## config.mk

```make
export PLATFORM = sky130hd
export DESIGN_NAME = strap_decode_and_refclk_ctrl
export DESIGN_NICKNAME = d
export VERILOG_FILES = /design/src/logic/strap_pkg.sv /design/src/logic/strap_if.sv /design/src/logic/strap_capture.sv /design/src/logic/strap_decode_and_refclk_ctrl.sv
export SDC_FILE = /design/constraint.sdc
export NUM_CORES = 1
export LEC_CHECK = 0
export BUFFER_PORTS_ARGS = -buffer_cell sky130_fd_sc_hd__buf_4
export CELL_PAD_IN_SITES_DETAIL_PLACEMENT = 1
export CELL_PAD_IN_SITES_GLOBAL_PLACEMENT = 2
export CORE_MARGIN = 3
export CORE_UTILIZATION = 27
export CTS_BUF_LIST = sky130_fd_sc_hd__clkbuf_8
export DETAILED_ROUTE_END_ITERATION = 16
export HOLD_SLACK_MARGIN = 0.03
export PLACE_DENSITY_LB_ADDON = 0.1
export SKIP_LAST_GASP = 1
export SLEW_MARGIN = 40
export SYNTH_ARGS = -nofsm -noshare
export SYNTH_HDL_FRONTEND = slang
export SYNTH_SLANG_ARGS = --single-unit
```

## constraint.sdc

```tcl
create_clock -name i_clk -period 1.05 [get_ports i_clk]
set_input_delay 0.21 -clock i_clk [delete_from_list [all_inputs] [get_ports i_clk]]
set_output_delay 0.21 -clock i_clk [all_outputs]
set_load 0.05 [all_outputs]
```

## src/logic/strap_pkg.sv

```systemverilog
// Purpose: Constants and types shared by the strap decoder and the reference clock control.
// Assumes: One 250 MHz clock and a synchronous, active-high system reset.
// Notes: The decoder captures straps on the rising edge of the reset pin level.
//
// What this block does
// RQ1 - Interface straps: 00,01,10 pick I2C addresses 74h,75h,76h; 11 picks SPI slave.
// RQ2 - Three config straps form index 0 to 7 choosing the stored script.
// RQ3 - Strap address is only a default; a write replaces the target address.
// RQ4 - The power-up script may write the target address before host access.
// RQ5 - Reference mode 10 enables pin one as a single-ended clock input.
// RQ6 - Reference mode 01 enables the crystal driver across both pins.
// RQ7 - Per-pin load cap fields add picofarads above a fixed 6 pF minimum.
// RQ8 - Reference doubler bit doubles crystal or pin-one clock from 20 to 78.125 MHz.
// RQ9 - PLL input doubler bit doubles whichever input feeds the PLL.
// RQ10 - Configuring party must not cascade both doublers on the pin-one clock.
// RQ11 - Configuring party should not route doubler output to outputs via bypass.
// RQ12 - All strap levels are captured into the capture register at reset rise.
// RQ13 - Test strap 1 with config straps 011 starts normally but skips the script.
// RQ14 - Decoded mode and index hold until the next reset rising edge.
package strap_pkg;

    // ****************************************************************
    // Strap and address encodings
    // ****************************************************************
    localparam logic [1:0] IF_I2C_A   = 2'h0;
    localparam logic [1:0] IF_I2C_B   = 2'h1;
    localparam logic [1:0] IF_I2C_C   = 2'h2;
    localparam logic [1:0] IF_SPI     = 2'h3;
    localparam logic [6:0] ADDR_BASE  = 7'h74;
    localparam logic [2:0] SKIP_INDEX = 3'h3;

    // ****************************************************************
    // Capture register layout and reset values
    // ****************************************************************
    localparam int         CAP_IF_LSB   = 0;
    localparam int         CAP_AC_LSB   = 2;
    localparam int         CAP_TEST_BIT = 5;
    localparam logic [5:0] CAP_RESET    = 6'h00;

    // ****************************************************************
    // Reference input modes and analog figures
    // ****************************************************************
    localparam logic [1:0] MODE_OFF      = 2'h0;
    localparam logic [1:0] MODE_CRYSTAL  = 2'h1;
    localparam logic [1:0] MODE_SINGLE   = 2'h2;
    localparam int         MIN_CAP_PF    = 6;
    localparam int         DBL_MIN_KHZ   = 20000;
    localparam int         DBL_MAX_KHZ   = 78125;

    typedef enum logic [1:0] {
        HOST_I2C = 2'b00,
        HOST_SPI = 2'b01
    } host_mode_e;

endpackage

```

## src/logic/strap_if.sv

```systemverilog
// Purpose: Carries the captured strap bits from the capture stage to the decoder.
// Assumes: Single clock domain.
// Notes: The capture stage drives, the top reads.
`timescale 1ns/1ps
interface strap_if;
    logic [5:0] cap;
    logic       fresh;
    modport src (output cap, output fresh);
    modport dst (input cap, input fresh);
endinterface

```

## src/logic/strap_capture.sv

```systemverilog
// Purpose: Samples the strap pins on the rising edge of the reset pin.
// Assumes: Pins are synchronous to the clock.
// Notes: Strap value is taken by a clocked process after release, never by reset.
`timescale 1ns/1ps
module strap_capture (
    input  wire logic       i_clk,
    input  wire logic       i_sys_rst,
    input  wire logic       i_reset_n_pin,
    input  wire logic       i_test_strap,
    input  wire logic [2:0] i_config_index_strap,
    input  wire logic [1:0] i_if_strap,
    strap_if.src            o_strap
);
    typedef struct packed {
        logic       rst_seen;
        logic [5:0] cap;
        logic       fresh;
    } cap_s;

    cap_s state;
    cap_s next_state;

    // ****************************************************************
    // Edge detect and capture
    // ****************************************************************
    // The value only changes on a reset rise, so later pin moves are ignored.
    always_comb begin
        next_state          = state;
        next_state.rst_seen = i_reset_n_pin;
        next_state.fresh    = 1'b0;
        if (i_reset_n_pin && !state.rst_seen) begin
            next_state.cap   = {i_test_strap, i_config_index_strap, i_if_strap}; // see RQ12
            next_state.fresh = 1'b1;
        end
    end

    // Holding the register until the next edge keeps the decode steady. see RQ14
    always_ff @(posedge i_clk) begin
        if (i_sys_rst) begin
            state <= '{rst_seen: 1'b1, cap: strap_pkg::CAP_RESET, fresh: 1'b0};
        end else begin
            state <= next_state;
        end
    end

    assign o_strap.cap   = state.cap;
    assign o_strap.fresh = state.fresh;
endmodule

```

## src/logic/strap_decode_and_refclk_ctrl.sv

```systemverilog
// Purpose: Decodes reset straps and applies reference input and doubler settings.
// Assumes: Controls arrive as plain ports; analog cells take the enables below.
// Notes: Analog behaviour of the crystal and doublers lies outside this logic.
`timescale 1ns/1ps
module strap_decode_and_refclk_ctrl #(
    parameter int CAP_W = 5
) (
    input  wire logic             i_clk,
    input  wire logic             i_sys_rst,
    input  wire logic             i_reset_n_pin,
    input  wire logic             i_test_strap,
    input  wire logic [2:0]       i_config_index_strap,
    input  wire logic [1:0]       i_if_strap,
    input  wire logic             i_addr_wr,
    input  wire logic [6:0]       i_addr_wdata,
    input  wire logic [1:0]       i_ref_input_mode,
    input  wire logic [CAP_W-1:0] i_pin_one_load_cap,
    input  wire logic [CAP_W-1:0] i_pin_two_load_cap,
    input  wire logic             i_ref_doubler_en,
    input  wire logic             i_pll_input_doubler_en,
    output logic [5:0]            o_strap_capture_reg,
    output logic                  o_host_spi,
    output logic [6:0]            o_target_addr_reg,
    output logic [2:0]            o_config_index,
    output logic                  o_run_script,
    output logic                  o_pin_one_clk_en,
    output logic                  o_crystal_drv_en,
    output logic [CAP_W:0]        o_pin_one_cap_pf,
    output logic [CAP_W:0]        o_pin_two_cap_pf,
    output logic                  o_ref_doubler_on,
    output logic                  o_pll_doubler_on
);
    // ****************************************************************
    // Elaboration checks
    // ****************************************************************
    // The 6 pF minimum plus the widest field must fit in CAP_W+1 bits.
    if (CAP_W < 3 || CAP_W > 8) begin : g_bad_cap_w
        $error("CAP_W must be 3 to 8");
    end

    typedef struct packed {
        logic [6:0]       addr;
        logic             spi;
        logic [2:0]       idx;
        logic             run;
        logic             one_en;
        logic             xtal_en;
        logic [CAP_W:0]   cap_one;
        logic [CAP_W:0]   cap_two;
        logic             rdbl;
        logic             pdbl;
    } ctl_s;

    ctl_s state;
    ctl_s next_state;
    strap_if straps ();

    strap_capture u_cap (
        .i_clk                (i_clk),
        .i_sys_rst            (i_sys_rst),
        .i_reset_n_pin        (i_reset_n_pin),
        .i_test_strap         (i_test_strap),
        .i_config_index_strap (i_config_index_strap),
        .i_if_strap           (i_if_strap),
        .o_strap              (straps.src)
    );

    // Default target address from the interface straps; SPI gives the base.
    function automatic logic [6:0] strap_addr(input logic [1:0] ifs);
        if (ifs == strap_pkg::IF_SPI) begin
            strap_addr = strap_pkg::ADDR_BASE;
        end else begin
            strap_addr = strap_pkg::ADDR_BASE + {5'h00, ifs}; // see RQ1
        end
    endfunction

    // Capacitance in pF: fixed minimum plus the field, zero adding nothing.
    function automatic logic [CAP_W:0] total_cap(input logic [CAP_W-1:0] f);
        total_cap = (CAP_W+1)'(strap_pkg::MIN_CAP_PF) + {1'b0, f}; // see RQ7
    endfunction

    // ****************************************************************
    // Next-state logic
    // ****************************************************************
    // A fresh capture reloads defaults; a write in that same cycle still wins.
    always_comb begin
        logic [1:0] ifs;
        logic [2:0] acs;
        logic       tst;
        ifs        = straps.cap[strap_pkg::CAP_IF_LSB +: 2];
        acs        = straps.cap[strap_pkg::CAP_AC_LSB +: 3];
        tst        = straps.cap[strap_pkg::CAP_TEST_BIT];
        next_state = state;
        if (straps.fresh) begin
            next_state.addr = strap_addr(ifs);
            next_state.spi  = (ifs == strap_pkg::IF_SPI); // see RQ1
            next_state.idx  = acs; // see RQ2
            next_state.run  = !(tst && acs == strap_pkg::SKIP_INDEX); // see RQ13
        end
        // Script or host writes land here alike, so any value is reachable early.
        if (i_addr_wr) begin
            next_state.addr = i_addr_wdata; // see RQ3 see RQ4
        end
        next_state.one_en  = (i_ref_input_mode == strap_pkg::MODE_SINGLE); // see RQ5
        next_state.xtal_en = (i_ref_input_mode == strap_pkg::MODE_CRYSTAL); // see RQ6
        next_state.cap_one = total_cap(i_pin_one_load_cap);
        next_state.cap_two = total_cap(i_pin_two_load_cap); // see RQ7
        // Doubler only has a source when the crystal driver or pin one is enabled.
        next_state.rdbl    = i_ref_doubler_en
                             && (i_ref_input_mode == strap_pkg::MODE_CRYSTAL
                                 || i_ref_input_mode == strap_pkg::MODE_SINGLE); // see RQ8
        // Cascading both doublers is left to the configuring party to avoid. see RQ10
        next_state.pdbl    = i_pll_input_doubler_en; // see RQ9
    end

    always_ff @(posedge i_clk) begin
        if (i_sys_rst) begin
            state         <= '0;
            state.addr    <= strap_pkg::ADDR_BASE;
            state.run     <= 1'b1;
            state.cap_one <= (CAP_W+1)'(strap_pkg::MIN_CAP_PF);
            state.cap_two <= (CAP_W+1)'(strap_pkg::MIN_CAP_PF);
        end else begin
            state <= next_state;
        end
    end

    // ****************************************************************
    // Outputs
    // ****************************************************************
    assign o_strap_capture_reg = straps.cap;
    assign o_host_spi          = state.spi;
    assign o_target_addr_reg   = state.addr;
    assign o_config_index      = state.idx;
    assign o_run_script        = state.run;
    assign o_pin_one_clk_en    = state.one_en;
    assign o_crystal_drv_en    = state.xtal_en;
    assign o_pin_one_cap_pf    = state.cap_one;
    assign o_pin_two_cap_pf    = state.cap_two;
    assign o_ref_doubler_on    = state.rdbl;
    assign o_pll_doubler_on    = state.pdbl;
endmodule

```

==> metrics, run 1 <==
status=finished clean; Hold Vio Cnt, Final=0; Non-Filler Instances=about 260; Fmax achieved=979 MHz; post-route DRC violation count=0; FF-to-FF End=o_target_addr_reg[1]$_SDFFE_PP0P_; worst skew pair latency=~0.28 ns; setup ws final=0.0287 ns; Initial Util=28.5%; P per Cell Area=1470 mW/mm^2; required time worst endpoint=~0.84 ns; Slew HR=75.4%; first-pass GRT wire length=5210 um; Hold WS=about 0.11 ns; Total Power=3040 uW; Die Area=0.00602 mm^2; max incr delay on CP=around 0.37 ns; synth warn=0; Setup CP Type=register to output pin; initial antenna violation count=0; commonest cells after routing, fill and taps aside=buf_4 (48), dfxtp_1 (23), nor2_1 (14), buf_6 (14); DRT antenna net count=0; cts repair resizes=14; core area=between 0.004 and 0.005 mm^2; global route overflow=0; placed cell count=255; post-synthesis sequential area ratio=between 50% and 60%; crit path max fanout=5; PortBufs=64; worst clock skew=about 0.0017 ns; Largest register FFs=7; Final Net Count=230; DP Area=0.00187 mm^2; WHS Path Cells=2; final setup vio count=0; Row Count=25; H-tree lvl count=2; maximum vdd drop=0.811 mV; Area Growth Syn to Fin=50.0%; FF-to-FF setup slack=about 0.08 ns; Synth cell types=24; Post-CTS Setup Bufs=0; Synth area leader=dfxtp_1; post-synthesis cell count=about 130; die width=77.6 um; drt first-iter violations=25; overall global routing resource usage=11.2%; hold_buf cts=0; HP Start=i_pin_two_load_cap[1]; worst r2r src=u_cap.o_strap.fresh$_SDFF_PP0_; RSZ-0062 raised after global routing=true; Tcrit/Tclk final=97.3%; dpl ws=0.0624 ns; worst path bufs/invs=1; n_diodes=0; R2R cell count=3; mapped cell area=around 0.0014 mm^2; routed via count=~1100; layout cells sized above 1=between 40% and 50%; Static Leak=0.000936 uW; hold endpoint=o_pin_two_cap_pf[1]$_SDFF_PP1_; Crit. End Element=output pin; worst endpoint data arrival time=~0.81 ns; WL/cell=approximately 13 um; commonest non-fill, non-tap cell in the layout=buf_4; worst-path cell chain=buf_6; syn_nets=between 150 and 200; clock sink count=36; Setup crit start kind=register; Final Cell Area=between 0.002 and 0.0025 mm^2; Max Cap Viol=0; Die Y=77.6 um; TritonCTS clock tree=built; Routed WL=between 3000 and 4000 um; Final Max Slew Viols=0; Syn Area/Cell=10.3 um^2; vias per cell=between 4 and 5; CTS clk-pin slew, worst paths=0.07 ns; hold crit path type=input pin to register; Detailed Place HPWL=2550 um; largest net degree at the start of global routing=37; drt first pass iters=4; area share of the leading cell type in the synthesized netlist=a little over half; Least-Margin Pin Slew=about 0.37 ns; maximum clock path buffer count=2; synthesized flop and latch total=36; CTS buffer count=5; slowest CP cell=dfxtp_4; number of global-route vias before repair=1188; delay-heaviest family, CP=flip-flops; Synth area leaders=dfxtp_1 (52%), mux2i_1 (6.5%), nor2b_1 (4.5%); fin crit period=between 1 and 1.5 ns; Root Buffer=clkbuf_8; Final GP Congestion=0.677; Ports=65
how the worst max path moves through the flow:
stage | from | end | slack (ns) | depth (start not counted)
floorplan | o_target_addr_reg[3]$_SDFFE_PP0P_ | o_target_addr_reg[3]$_SDFFE_PP0P_ | 0.04 | 3
global placement | i_reset_n_pin | u_cap.o_strap.cap[2]$_SDFFE_PP0P_ | 0.10 | 5
detailed placement | i_reset_n_pin | u_cap.o_strap.cap[4]$_SDFFE_PP0P_ | 0.06 | 5
CTS | u_cap.o_strap.cap[1]$_SDFFE_PP0P_ | o_strap_capture_reg[1] | -0.006 | 1
global route | u_cap.o_strap.cap[1]$_SDFFE_PP0P_ | o_strap_capture_reg[1] | -0.01 | 1
finish | u_cap.o_strap.cap[1]$_SDFFE_PP0P_ | o_strap_capture_reg[1] | 0.03 | 1
routing by layer:
layer  up-vias  routed length [um]  track usage (%)
met3         7                 295             5.10
met4         0                  50             4.80
met5         -                   0                0
li1        551                   -                -
met2        40                1800             19.8
met1       528                1190             11.1
logic make-up after synthesis:
family,synth area share [%]
muxes,6.51
adders and majority gates,3.62
and+or+nand+nor,16.7
xor gates and xnor gates,2.53
buffers and inverters,10.8
AOI/OAI and AO/OA,7.78
DFF,52.1
cell type report:
class,instances,area (um^2)
well taps,67,83.8
multi-input cells,75,514
flip-flops and latches,36,749
repair buffers,67,598
inverters,10,37.5
clock inverters,2,10.0
clock buffers,6,82.6
fillers,546,2770
per-stage QoR:
stage	util, %	TNS [ns]
CTS	41.3	-0.00558
global placement	38.7	0
floorplan	-	0
detailed placement	38.7	0
global route	42.8	-0.0213
finish	42.8	0
power breakdown:
group          internal, uW  switching (uW)
sequential             1430            35.4
clock                   523             465
combinational           240             353
total                  2190             854
synthesized netlist by cell type:
cell and count:
buf_2 2, nand2b_1 4, a211o_1 1, dfxtp_1 36, o21ai_0 2, nor3_1 6
nor2_1 14, or2_2 1, xor2_1 4, a41oi_1 1, nand2_1 3, inv_1 10
a221oi_2 2, buf_4 6, nor2b_1 10, ha_1 4, a21oi_1 4, nand3_1 1
buf_6 5, nor2b_2 1, o21bai_1 4, mux2i_1 9, nand3b_1 2, nor3b_1 2
(Power assumes the default switching activity.)
==> run 2: changes to the inputs <==
PLACE_DENSITY = 0.8   (was not set)
PLACE_DENSITY_LB_ADDON = not set   (was 0.1)
==> run 2 against run 1 <==
Against the previous run:
- core utilization rose by 0.88 points
- final cell count rose by 0.76%
- clock skew rose by 0.00086 ns
- routed wire length rose by 1.6%
- first-iteration DRC count did not move
- worst setup slack improved by 0.0092 ns
- register-to-register slack barely moved
- clock power barely moved
- sequential power barely moved
- flip-flop and latch count did not move
- critical path type unchanged
==> metrics, run 2 (synthesized netlist as in run 1, its figures left out) <==
largest net degree at the start of global routing=37; status=finished clean; RSZ-0062 raised after global routing=true; number of global-route vias before repair=1172; hold crit path type=input pin to register; Detailed Place HPWL=2540 um; crit path max fanout=4; max incr delay on CP=~0.38 ns; Largest register FFs=7; Crit. End Element=output pin; FF+latch area=753 um^2; core area=0.00485 mm^2; commonest cells after routing, fill and taps aside=buf_4 (48), dfxtp_1 (20), buf_6 (15), nor2_1 (14), dfxtp_2 (11); WL/cell=approximately 13 um; worst endpoint data arrival time=approximately 0.8 ns; Area Growth Syn to Fin=53.1%; R2R cell count=4; worst r2r src=u_cap.state[7]$_SDFF_PP1_; Root Buffer=clkbuf_8; clock sink count=36; routed via count=1110; FF-to-FF End=u_cap.o_strap.cap[3]$_SDFFE_PP0P_; Hold Vio Cnt, Final=0; Final Cell Area=between 0.002 and 0.0025 mm^2; maximum clock path buffer count=2; post-route DRC violation count=0; die width=roughly 78 um; fillers=559; commonest non-fill, non-tap cell in the layout=buf_4; hold endpoint=o_pin_one_cap_pf[1]$_SDFF_PP1_; WHS Path Cells=2; Final Net Count=232; delay-heaviest family, CP=flip-flops; worst clock skew=0.00260 ns; Initial Util=around 29%; Final TNS setup=0 ns; Fmax achieved=just under 1000 MHz; Static Leak=0.000954 uW; Least-Margin Pin Slew=roughly 0.36 ns; Tcrit/Tclk final=96.4%; Ports=65; DP Area=0.00187 mm^2; slowest CP cell=dfxtp_4; Setup crit start kind=register; CTS clk-pin slew, worst paths=0.07 ns; PortBufs=64; drt first-iter violations=25; drt first pass iters=4; worst-path cell chain=buf_8; Final GP Congestion=0.750; Die Y=77.6 um; H-tree lvl count=2; fin crit period=1.01 ns; final setup vio count=0; TritonCTS clock tree=built; Row Count=25; worst skew pair latency=0.28 ns; n_diodes=0; placed cell count=255; Max Cap Viol=0; overall global routing resource usage=around an eighth; Setup CP Type=register to output pin; Stages on worst setup path=1; Total Power=3060 uW; Slew HR=between 70% and 80%; P per Cell Area=about 1400 mW/mm^2; maximum vdd drop=0.820 mV; first-pass GRT wire length=5530 um; multi-input logic area=527 um^2; initial antenna violation count=0; Non-Filler Instances=265; vias per cell=about 4.2; FF-to-FF setup slack=0.07 ns; Routed WL=3390 um; DRT antenna net count=0; HP Start=i_pin_one_load_cap[1]; layout cells sized above 1=50.0%; Die Area=0.00602 mm^2; global route overflow=0; CTS buffer count=5; worst path bufs/invs=1; Final Max Slew Viols=0; required time worst endpoint=0.84 ns
[run 2: changes by cell type in the layout (fill, tap and decap cells not counted)]
cell | previous run | this run
nor2b_4 | 0 | 1
mux2i_2 | 0 | 2
nor2b_2 | 1 | 0
mux2i_1 | 9 | 7
dfxtp_2 | 8 | 11
buf_6 | 14 | 15
buf_8 | 4 | 5
dfxtp_1 | 23 | 20
[run 2: stage by stage]
stage / hold WS [ns] / utilization (%) / worst slack (ns)
5_1_grt: 0.107 / 43.7 / -0.0181
2_1_floorplan: 0.283 / - / 0.0382
3_5_place_dp: 0.408 / 38.7 / 0.0327
6_report: 0.122 / 43.7 / 0.0380
4_1_cts: 0.105 / 41.5 / -0.00183
3_3_place_gp: 0.396 / 38.7 / 0.103
[run 2: timing repair]
action / in CTS / in global routing
setup buffers: 0 / 2
hold endpoints to repair: 0 / 0
setup endpoints to repair: 9 / 21
gates resized for setup: 16 / 31
hold buffers: 0 / 0
[run 2: worst max-delay path by stage]
stage | from | end | slack (ns)
finish | u_cap.o_strap.cap[2]$_SDFFE_PP0P_ | o_strap_capture_reg[2] | 0.04
global route | u_cap.o_strap.fresh$_SDFF_PP0_ | o_target_addr_reg[3]$_SDFFE_PP0P_ | -0.02
CTS | u_cap.o_strap.cap[1]$_SDFFE_PP0P_ | o_strap_capture_reg[1] | -0.002
detailed placement | i_reset_n_pin | u_cap.o_strap.cap[3]$_SDFFE_PP0P_ | 0.03
global placement | i_reset_n_pin | u_cap.o_strap.cap[0]$_SDFFE_PP0P_ | 0.10
floorplan | o_target_addr_reg[3]$_SDFFE_PP0P_ | o_target_addr_reg[3]$_SDFFE_PP0P_ | 0.04
[run 2: power by group]
part / total, uW / internal [uW] / switching, uW
Clock: 988 / 523 / 465
Combinational: 606 / 251 / 355
Sequential: 1470 / 1430 / 38.4
Total: 3060 / 2200 / 858
[run 2: layer usage]
metal / vias to the layer above / GRT usage, % / part of all wire (%)
met1: 511 / 12.8 / 38
met4: 0 / 4.27 / 0.80
li1: 550 / - / -
met5: - / 0 / 0
met2: 45 / 19.3 / 53
met3: 4 / 6.38 / 8.4
[run 2: final cells by class]
| class | count | share of cell area (%) |
|---|---|---|
| sequential | 36 | 35.6 |
| timing repair buffer | 69 | 29.5 |
| multi-input combinational | 75 | 24.9 |
| tap | 67 | 3.96 |
| clock buffer | 6 | 3.90 |
| inverter | 10 | 1.77 |
| clock inverter | 2 | 0.473 |
